`config.mk`:
```
export PLATFORM = sky130hd
export DESIGN_NAME = dcb_sequencer
export DESIGN_NICKNAME = d
export VERILOG_FILES = /design/src/dcb_pkg.sv /design/src/dcb_sequencer.sv
export VERILOG_INCLUDE_DIRS = /design/src
export SDC_FILE = /design/constraint.sdc
export NUM_CORES = 1
export LEC_CHECK = 0
export ABC_CLOCK_PERIOD_IN_PS = 2410
export BUFFER_PORTS_ARGS = -buffer_cell sky130_fd_sc_hd__buf_2
export CAP_MARGIN = 10
export CORE_MARGIN = 2
export CORE_UTILIZATION = 49
export CTS_CLUSTER_SIZE = 25
export DETAILED_ROUTE_END_ITERATION = 10
export GPL_TIMING_DRIVEN = 1
export HOLD_SLACK_MARGIN = 0.03
export PLACE_DENSITY = 0.77
export SLEW_MARGIN = 20
export SYNTH_ARGS = -nofsm -noshare
export SYNTH_HDL_FRONTEND = slang
export SYNTH_SLANG_ARGS = --single-unit
```
`constraint.sdc`:
```
create_clock -name clk_sys -period 2.41 [get_ports clk_sys]
set_clock_uncertainty 0.1 [all_clocks]
set_input_delay 0.1205 -clock clk_sys [delete_from_list [all_inputs] [get_ports clk_sys]]
set_output_delay 0.1205 -clock clk_sys [all_outputs]
set_load 0.01 [all_outputs]
```
`src/dcb_defs.svh`:
```
// constants for the dc braking sequencer
`ifndef DCB_DEFS_SVH
`define DCB_DEFS_SVH
`define DCB_CLK_HZ        250000000
`define DCB_TICK_MS       10
`define DCB_TICK_CYC      ((`DCB_CLK_HZ / 1000) * `DCB_TICK_MS)
`define DCB_SEL_OFF       2'h0
`define DCB_SEL_ON        2'h1
`define DCB_SEL_FCMD      2'h2
`define DCB_STYLE_EDGE    1'h0
`define DCB_STYLE_LEVEL   1'h1
`define DCB_METHOD_DC     2'h0
`define DCB_FREQ_MAX      16'hE678
`define DCB_HYST_CHZ      16'h00C8
`define DCB_DELAY_MAX     16'h01F4
`define DCB_DUR_MAX       16'h1770
`define DCB_FORCE_MAX     7'h64
`define DCB_CARRIER_MAX   7'h32
`define DCB_CARRIER_MIN   7'h14
`define DCB_FORCE_HI      7'h32
`endif

```
`src/dcb_pkg.sv`:
```
// types for the dc braking sequencer
package dcb_pkg;
   typedef enum logic [1:0] {
      DCB_RUN   = 2'b00,
      DCB_DELAY = 2'b01,
      DCB_BRAKE = 2'b10
   } dcb_state_t;

   typedef struct packed {
      logic [1:0]  braking_select;
      logic [1:0]  brake_method_select;
      logic [15:0] brake_onset_frequency;
      logic [15:0] brake_delay_time;
      logic [6:0]  brake_force;
      logic [15:0] brake_duration;
      logic        trigger_style_select;
      logic [6:0]  carrier_setting;
   } dcb_cfg_t;

   typedef struct packed {
      logic        brake_req;
      logic        output_off;
      logic [6:0]  brake_level;
      logic [6:0]  carrier_out;
      logic [1:0]  method_eff;
   } dcb_out_t;
endpackage

```
`src/dcb_sequencer.sv`:
```
// dc braking sequencer: decides when and how long to brake
// Operation
// - carrier capped 5 kHz, lowered to 2 kHz
// - select 00 off, 01 on, 02 command
// - brake when output freq at or below onset
// - nonzero delay cuts output before stop or terminal braking
// - force scales braking, zero means none
// - duration zero suppresses all but level terminal braking; edge style timed
// - select 01 method 00 brakes after shutoff
// - edge style brakes full duration despite run
// - level style start ends braking at once
// - select 02 needs command and output low
// - command braking starts only while run asserted
// - command edge style resumes after duration
// - start normal above onset plus 2 Hz
// - command level style resumes above onset+2
// - command braking ignores external brake input
// - command braking forces plain dc method
// - external input brakes with select 00/01
// - terminal delay keeps output off, coasting
// - edge style terminal brakes for duration
// - level style terminal brakes while input on
// - external input beats run and stop
// - external input forces plain dc method
`timescale 1ns/10ps
`include "dcb_defs.svh"

module dcb_sequencer
   import dcb_pkg::*;
(
   input  wire logic        clk_sys,
   input  wire logic        rst,
   input  wire logic        run_cmd,
   input  wire logic        ext_brake_input,
   input  wire logic [15:0] freq_command,
   input  wire logic [15:0] output_frequency,
   input  wire dcb_cfg_t    cfg,
   output dcb_out_t         drive_out
);

   // two-flop synchronisers for pin inputs
   logic [1:0] run_sync_reg;
   logic [1:0] run_sync_next;
   logic [1:0] ext_sync_reg;
   logic [1:0] ext_sync_next;

   // shift the raw pins in; only bit 1 feeds the logic
   always_comb begin
      run_sync_next = {run_sync_reg[0], run_cmd};
      ext_sync_next = {ext_sync_reg[0], ext_brake_input};
   end

   // synchroniser registers
   always_ff @(posedge clk_sys or posedge rst) begin
      if (rst) begin
         run_sync_reg <= 2'h0;
         ext_sync_reg <= 2'h0;
      end else begin
         run_sync_reg <= run_sync_next;
         ext_sync_reg <= ext_sync_next;
      end
   end
   logic run_s;
   logic ext_s;
   assign run_s = run_sync_reg[1];
   assign ext_s = ext_sync_reg[1];

   // saturating 10 ms counter decrement
   function automatic logic [15:0] dec_sat(input logic [15:0] v);
      dec_sat = (v == 16'h0000) ? 16'h0000 : v - 16'h0001;
   endfunction

   // frequency at or below a limit, both in 0.01 Hz
   function automatic logic at_or_below(input logic [15:0] f,
                                        input logic [15:0] lim);
      at_or_below = (f <= lim);
   endfunction

   // 10 ms tick prescaler
   localparam logic [21:0] TICK_LAST = 22'(`DCB_TICK_CYC - 1);
   logic [21:0] tick_cnt_reg;
   logic [21:0] tick_cnt_next;
   logic        tick;
   always_comb begin
      tick          = (tick_cnt_reg == TICK_LAST);
      tick_cnt_next = tick ? 22'h0 : tick_cnt_reg + 22'h1;
   end

   // prescaler register; free running so ticks stay 10 ms apart
   always_ff @(posedge clk_sys or posedge rst) begin
      if (rst) begin
         tick_cnt_reg <= 22'h0;
      end else begin
         tick_cnt_reg <= tick_cnt_next;
      end
   end

   // trigger conditions
   logic        fcmd_mode;
   logic        enabled;
   logic        ext_mode;
   logic        out_low;
   logic        cmd_low;
   logic        cmd_high;
   logic [16:0] onset_hyst;
   logic        force_set;
   logic        dur_set;
   always_comb begin
      fcmd_mode  = (cfg.braking_select == `DCB_SEL_FCMD);
      // zero force or zero duration blocks stop and command braking
      force_set  = (cfg.brake_force != 7'h00);
      dur_set    = (cfg.brake_duration != 16'h0000);
      enabled    = force_set && dur_set;
      ext_mode   = !fcmd_mode && ext_s;
      out_low    = at_or_below(output_frequency,
                               cfg.brake_onset_frequency);
      cmd_low    = at_or_below(freq_command, cfg.brake_onset_frequency);
      onset_hyst = {1'b0, cfg.brake_onset_frequency} +
                   {1'b0, `DCB_HYST_CHZ};
      cmd_high   = ({1'b0, freq_command} > onset_hyst);
   end

   // sequencer state
   //    run:   normal drive, triggers watched
   //    delay: output cut, motor coasts, delay timer runs
   //    brake: dc current applied, duration timer runs
   // the timer is shared; each delay or brake entry reloads it
   dcb_state_t  state_reg;
   dcb_state_t  state_next;
   logic [15:0] timer_reg;
   logic [15:0] timer_next;
   logic        run_d_reg;
   logic        ext_d_reg;
   logic        by_ext_reg;
   logic        by_ext_next;
   logic        stop_trig;
   logic        fcmd_trig;
   logic        ext_rise;
   logic        edge_st;
   logic        ext_trig;
   logic        stop_pend_reg;
   logic        stop_pend_next;
   logic        stop_taken;
   always_comb begin
      state_next  = state_reg;
      timer_next  = timer_reg;
      by_ext_next = by_ext_reg;
      edge_st     = (cfg.trigger_style_select == `DCB_STYLE_EDGE);
      ext_rise    = ext_mode && !ext_d_reg;
      // edge-style terminal needs a nonzero duration
      ext_trig    = (edge_st ? (ext_rise && dur_set) : ext_mode) &&
                    force_set;
      // stop braking after run removal, select 01
      stop_trig   = (cfg.braking_select == `DCB_SEL_ON) && !run_s &&
                    (run_d_reg || stop_pend_reg) && out_low &&
                    enabled;
      // command braking only while run on
      fcmd_trig   = fcmd_mode && run_s && cmd_low && out_low && enabled;
      if (tick && timer_reg != 16'h0000) begin
         timer_next = dec_sat(timer_reg);
      end
      case (state_reg)
         DCB_RUN: begin
            // terminal takes precedence over run and stop
            if (ext_trig) begin
               by_ext_next = 1'b1;
               if (cfg.brake_delay_time != 16'h0000) begin
                  state_next = DCB_DELAY;
                  timer_next = cfg.brake_delay_time;
               end else begin
                  state_next = DCB_BRAKE;
                  timer_next = cfg.brake_duration;
               end
            end else if (stop_trig || fcmd_trig) begin
               by_ext_next = 1'b0;
               if (stop_trig && cfg.brake_delay_time != 16'h0000) begin
                  state_next = DCB_DELAY;
                  timer_next = cfg.brake_delay_time;
               end else begin
                  state_next = DCB_BRAKE;
                  timer_next = cfg.brake_duration;
               end
            end
         end
         DCB_DELAY: begin
            if (by_ext_reg && !edge_st && !ext_mode) begin
               state_next = DCB_RUN;
            end else if (!by_ext_reg && !edge_st && run_s) begin
               state_next = DCB_RUN;
            end else if (timer_reg == 16'h0000) begin
               state_next = DCB_BRAKE;
               timer_next = cfg.brake_duration;
            end
         end
         default: begin
            if (edge_st) begin
               // full duration regardless of run
               if (timer_reg == 16'h0000) begin
                  state_next = DCB_RUN;
               end
            end else if (by_ext_reg) begin
               if (!ext_mode) begin
                  state_next = DCB_RUN;
               end
            end else if (fcmd_mode) begin
               if (cmd_high || !run_s) begin
                  state_next = DCB_RUN;
               end
            end else if (run_s) begin
               state_next = DCB_RUN;
            end
         end
      endcase
   end

   always_ff @(posedge clk_sys or posedge rst) begin
      if (rst) begin
         state_reg    <= DCB_RUN;
         timer_reg    <= 16'h0000;
         by_ext_reg   <= 1'b0;
      end else begin
         state_reg    <= state_next;
         timer_reg    <= timer_next;
         by_ext_reg   <= by_ext_next;
      end
   end

   // edge history of the synced run and terminal levels
   always_ff @(posedge clk_sys or posedge rst) begin
      if (rst) begin
         run_d_reg <= 1'b0;
         ext_d_reg <= 1'b0;
      end else begin
         run_d_reg <= run_s;
         ext_d_reg <= ext_mode;
      end
   end

   // any departure from run consumes a pending stop
   assign stop_taken = (state_reg == DCB_RUN) && (state_next != DCB_RUN);

   // stop pending: run removed while the output is still falling;
   // without it the stop would be missed, since the frequency is
   // nearly always above onset at the moment run drops
   always_comb begin
      if (run_s) begin
         stop_pend_next = 1'b0;                 // new run cancels stop
      end else if (stop_taken) begin
         stop_pend_next = 1'b0;                 // one brake per stop
      end else if (run_d_reg) begin
         stop_pend_next = 1'b1;                 // run just removed
      end else begin
         stop_pend_next = stop_pend_reg;
      end
   end

   // stop pending register
   always_ff @(posedge clk_sys or posedge rst) begin
      if (rst) begin
         stop_pend_reg <= 1'b0;
      end else begin
         stop_pend_reg <= stop_pend_next;
      end
   end

   // registered outputs to the power stage
   dcb_out_t out_next;
   dcb_out_t out_reg;
   logic [6:0] carrier_cap;
   always_comb begin
      carrier_cap = (cfg.carrier_setting > `DCB_CARRIER_MAX) ?
                    `DCB_CARRIER_MAX : cfg.carrier_setting;
      out_next.brake_req   = (state_reg == DCB_BRAKE);
      out_next.output_off  = (state_reg != DCB_RUN);
      out_next.brake_level = (state_reg == DCB_BRAKE) ?
                             cfg.brake_force : 7'h00;
      if (state_reg == DCB_RUN) begin
         out_next.carrier_out = cfg.carrier_setting;
      end else if (cfg.brake_force > `DCB_FORCE_HI) begin
         out_next.carrier_out = `DCB_CARRIER_MIN;
      end else begin
         out_next.carrier_out = carrier_cap;
      end
      // plain dc for terminal or command braking
      out_next.method_eff  = (by_ext_reg || fcmd_mode) ?
                             `DCB_METHOD_DC : cfg.brake_method_select;
   end

   always_ff @(posedge clk_sys or posedge rst) begin
      if (rst) begin
         out_reg <= '0;
      end else begin
         out_reg <= out_next;
      end
   end
   assign drive_out = out_reg;

endmodule

```
==> results.sh <==
export IMPL_yosysSeqAreaShare=0.337
export IMPL_ys_seq_elements=66
export IMPL_combPwrFrac=0.446
export IMPL_multiInputGateArea_sq_mm=0.00332
export IMPL_drv_slew=0
export IMPL_finalSetupViolCount=0
export IMPL_die_w_um=104
export IMPL_drt_total_wl_um=16000
export IMPL_gp_congestion=0.933
export IMPL_worst_pin_slew_ns=0.719
export IMPL_period_needed_ns=2.39
export IMPL_dr_pass1_iters=6
export IMPL_io_buffer_count=120
export IMPL_final_seq_area_sq_mm=0.00165
export IMPL_p_sw_uw=1700
export IMPL_vias=5281
export IMPL_grt_overflow=0
export IMPL_synth_area_leaders="dfrtp_1 34%, ha_1 12%, xnor2_1 4.8%, xor2_1 3.2%, a21oi_1 3.0%"
export IMPL_drcViolationCount=0
export IMPL_nNetsFinal=932
export IMPL_synth_simple_gate_area_share=0.237
export IMPL_grt_max_degree=38
export IMPL_grt_pass1_wl_um=25600
export IMPL_syn_instance_count=528
export IMPL_start_util=0.503
export IMPL_post_dp_hpwl_um=11400
export IMPL_cp_start_kind="register"
export IMPL_cap_violations=0
export IMPL_ios=121
export IMPL_cts_root_buf="clkbuf_8"
export IMPL_grt_pass1_vias=5504
export IMPL_max_freq_ghz=0.418
export IMPL_slew_headroom=0.520
export IMPL_crit_arrival_ns=2.52
export IMPL_synth_compound_area_frac=0.179
export IMPL_htreeDepth=3
export IMPL_cts_sinks=66
export IMPL_rsz0062_at_grt="yes"
export IMPL_yosysWarnings=0
export IMPL_insertedDiodeCount=0
export IMPL_final_util=0.754
export IMPL_clkLatencyLatePin_ns=0.36
export IMPL_power_share_clock=0.217
export IMPL_synth_mux_area_frac=0.00409
export IMPL_endpoint_kind="register"
export IMPL_timing_final_ws_setup_ns=0.0169
export IMPL_die_y_um=104
export IMPL_synth_top_family_by_area="simple AND/OR/NAND/NOR gates"
export IMPL_internal_power_uw=2760
export IMPL_async_flop_share=1.00
export IMPL_cts_made_buffers=9
export IMPL_wire_per_inst_um=17.4
export IMPL_grtUsageTotal=0.291
export IMPL_syn_area_per_cell_sq_um=9.27
export IMPL_clk_pin_slew_ns=0.08
export IMPL_synthXorXnorAreaFrac=0.0805
export IMPL_largest_reg_flops=22
export IMPL_cellPowerDensity_mw_per_mm2=609
export IMPL_power_leakage_uw=0.00351
export IMPL_synth_top_area_share=0.337
export IMPL_die_area_sq_mm=0.0108
export IMPL_drtIter0Drc=319
export IMPL_worstPathMaxFanout=5
export IMPL_synth_fa_ha_area_frac=0.123
export IMPL_vdd_drop_max_v=0.000375
export IMPL_seqPwrFrac=0.337
export IMPL_syn_area_sq_mm=0.00489
export IMPL_clockBufferDepth=2
export IMPL_switching_share=0.381
export IMPL_synth_main_ff_cell="dfrtp_1"
export IMPL_required_ns=2.54
export IMPL_antenna_found_initial=0
export IMPL_timing_final_crit_share=0.993
export IMPL_synth_net_count=679
export IMPL_hold_slack_ns=0.0558
export IMPL_cts_tree="yes"
export IMPL_core_area_sq_mm=0.00973
export IMPL_min_delay_path_class="in -> reg"
export IMPL_num_rows=36
export IMPL_synth_distinct_cells=67
export IMPL_status="finished, final reports clean"
export IMPL_viasPerCell=5.75
export IMPL_antenna_left=0
export IMPL_crit_type="reg -> reg"
export IMPL_fillers=695
export IMPL_pre_cts_ws_ns=-0.379
export IMPL_place_inst=845
export IMPL_layout_drive_gt1_share=0.383
export IMPL_syn_to_final_growth_pct=49.9
export IMPL_yosysTopAreaCell="dfrtp_1"
export IMPL_synth_edf_count=0
export IMPL_hold_viol=0
export IMPL_stdcell_count=919
synth_stat cells (2+ instances only):
library cell  instances
dfrtp_1              66
ha_1                 48
nor2_1               38
inv_1                32
nand2_1              30
a21oi_1              29
o21ai_0              27
xnor2_1              27
nand3_1              22
xor2_1               18
and3_1               16
nand4_1              14
nor4_1               13
nor3_1               12
o211ai_2             10
a211oi_1              7
nand3b_1              7
or4_1                 7
a21o_1                6
clkbuf_1              6
nor2b_1               6
o211ai_1              6
o21ai_1               6
o21ai_2               6
and4_1                5
nand2b_1              4
or3_1                 4
buf_6                 3
o221ai_1              3
or4_4                 3
a2111oi_0             2
a21boi_0              2
a22oi_1               2
a311oi_1              2
and3b_1               2
buf_2                 2
mux2i_1               2
nand2_2               2
nor4_2                2
nor4_4                2
worst max-delay path, cell delays in order, from the launching register on:
cell and delay (ns):
dfrtp_1 0.38, nand3b_1 0.14, or3_1 0.35, o41a_1 0.36
or3_4 0.43, a21oi_4 0.25, buf_4 0.16, o221ai_2 0.09
metrics by stage:
| step | total power (uW) | setup TNS [ns] | area, sq um |
|---|---|---|---|
| floorplan | 2530 | -0.408 | 4990 |
| global placement | 3160 | -4.06 | 6300 |
| detailed placement | 3210 | -6.43 | 6300 |
| CTS | 4280 | 0 | 7040 |
| global route | 4700 | -0.867 | 7340 |
| finish | 4470 | 0 | 7340 |
cell usage in the layout (no fill, tap or decap), drive strengths merged, types with 4 or more instances in the layout:
master / netlist / routed
or4: 10 / 10
dlymetal6s4s: 0 / 6
nor4: 17 / 17
o21ai: 39 / 39
or3: 4 / 4
xor2: 18 / 18
nor2: 39 / 39
nand3b: 7 / 7
nand2b: 4 / 4
inv: 32 / 34
nand2: 32 / 32
buf: 6 / 203
a21oi: 30 / 30
nor2b: 6 / 6
nand4: 14 / 14
ha: 48 / 48
a211oi: 7 / 7
xnor2: 27 / 27
and3: 16 / 16
and4: 5 / 5
clkbuf: 6 / 9
nor3: 13 / 13
dfrtp: 66 / 66
nand3: 23 / 23
o221ai: 4 / 4
o211ai: 16 / 16
dlygate4sd3: 0 / 45
a21o: 6 / 6
kinds of logic (layout without fill, tap and decap cells):
logic type	Yosys count	in the layout
compound gates	123	123
fa+ha+maj	48	48
xor+xnor	45	45
buf+inv	44	302
mux	2	2
simple gates	200	200
flops	66	66
power by group through the flow:
stage / clock network, uW / registers, uW / logic (uW)
finish: 968 / 1510 / 1990
floorplan: 0 / 1510 / 1020
CTS: 967 / 1500 / 1820
global route: 1030 / 1530 / 2140
detailed placement: 0 / 1510 / 1700
global placement: 0 / 1500 / 1660
layout make-up:
class,instances,share of cell area
Clock inverter,7,0.0104
Timing Repair Buffer,254,0.254
Multi-Input combinational cell,418,0.453
Clock buffer,9,0.0169
Tap cell,133,0.0227
Inverter,32,0.0186
Sequential cell,66,0.225
timing repair:
item,in CTS,in global routing
endpoints found under the setup margin,14,19
pin swaps,4,35
hold buffers,51,0
buffers inserted,1,15
cloned,0,0
resized for setup,5,52
endpoints found under the hold margin,64,0
worst paths after layout:
check                                      from  slack (ns)  cells after the start              end
worst min-delay path                    cfg[38]        0.06                      3     timer_reg[7]
max in group asynchronous                   rst        1.22                      4  tick_cnt_reg[7]
min in group asynchronous                   rst        0.33                      3    timer_reg[11]
worst max-delay path            run_sync_reg[1]        0.02                      7     timer_reg[6]
worst max register to register  run_sync_reg[1]        0.02                      7     timer_reg[6]
worst min register to register  ext_sync_reg[0]        0.26                      0  ext_sync_reg[1]
per-layer routing:
metal | share of wire | GRT usage | wire, um
met5 | 0 | 0 | 0
met4 | 0.043 | 0.157 | 692
met1 | 0.39 | 0.341 | 6220
met2 | 0.51 | 0.508 | 8110
met3 | 0.061 | 0.0501 | 976
Note: power is estimated with default switching activity, not from simulation.
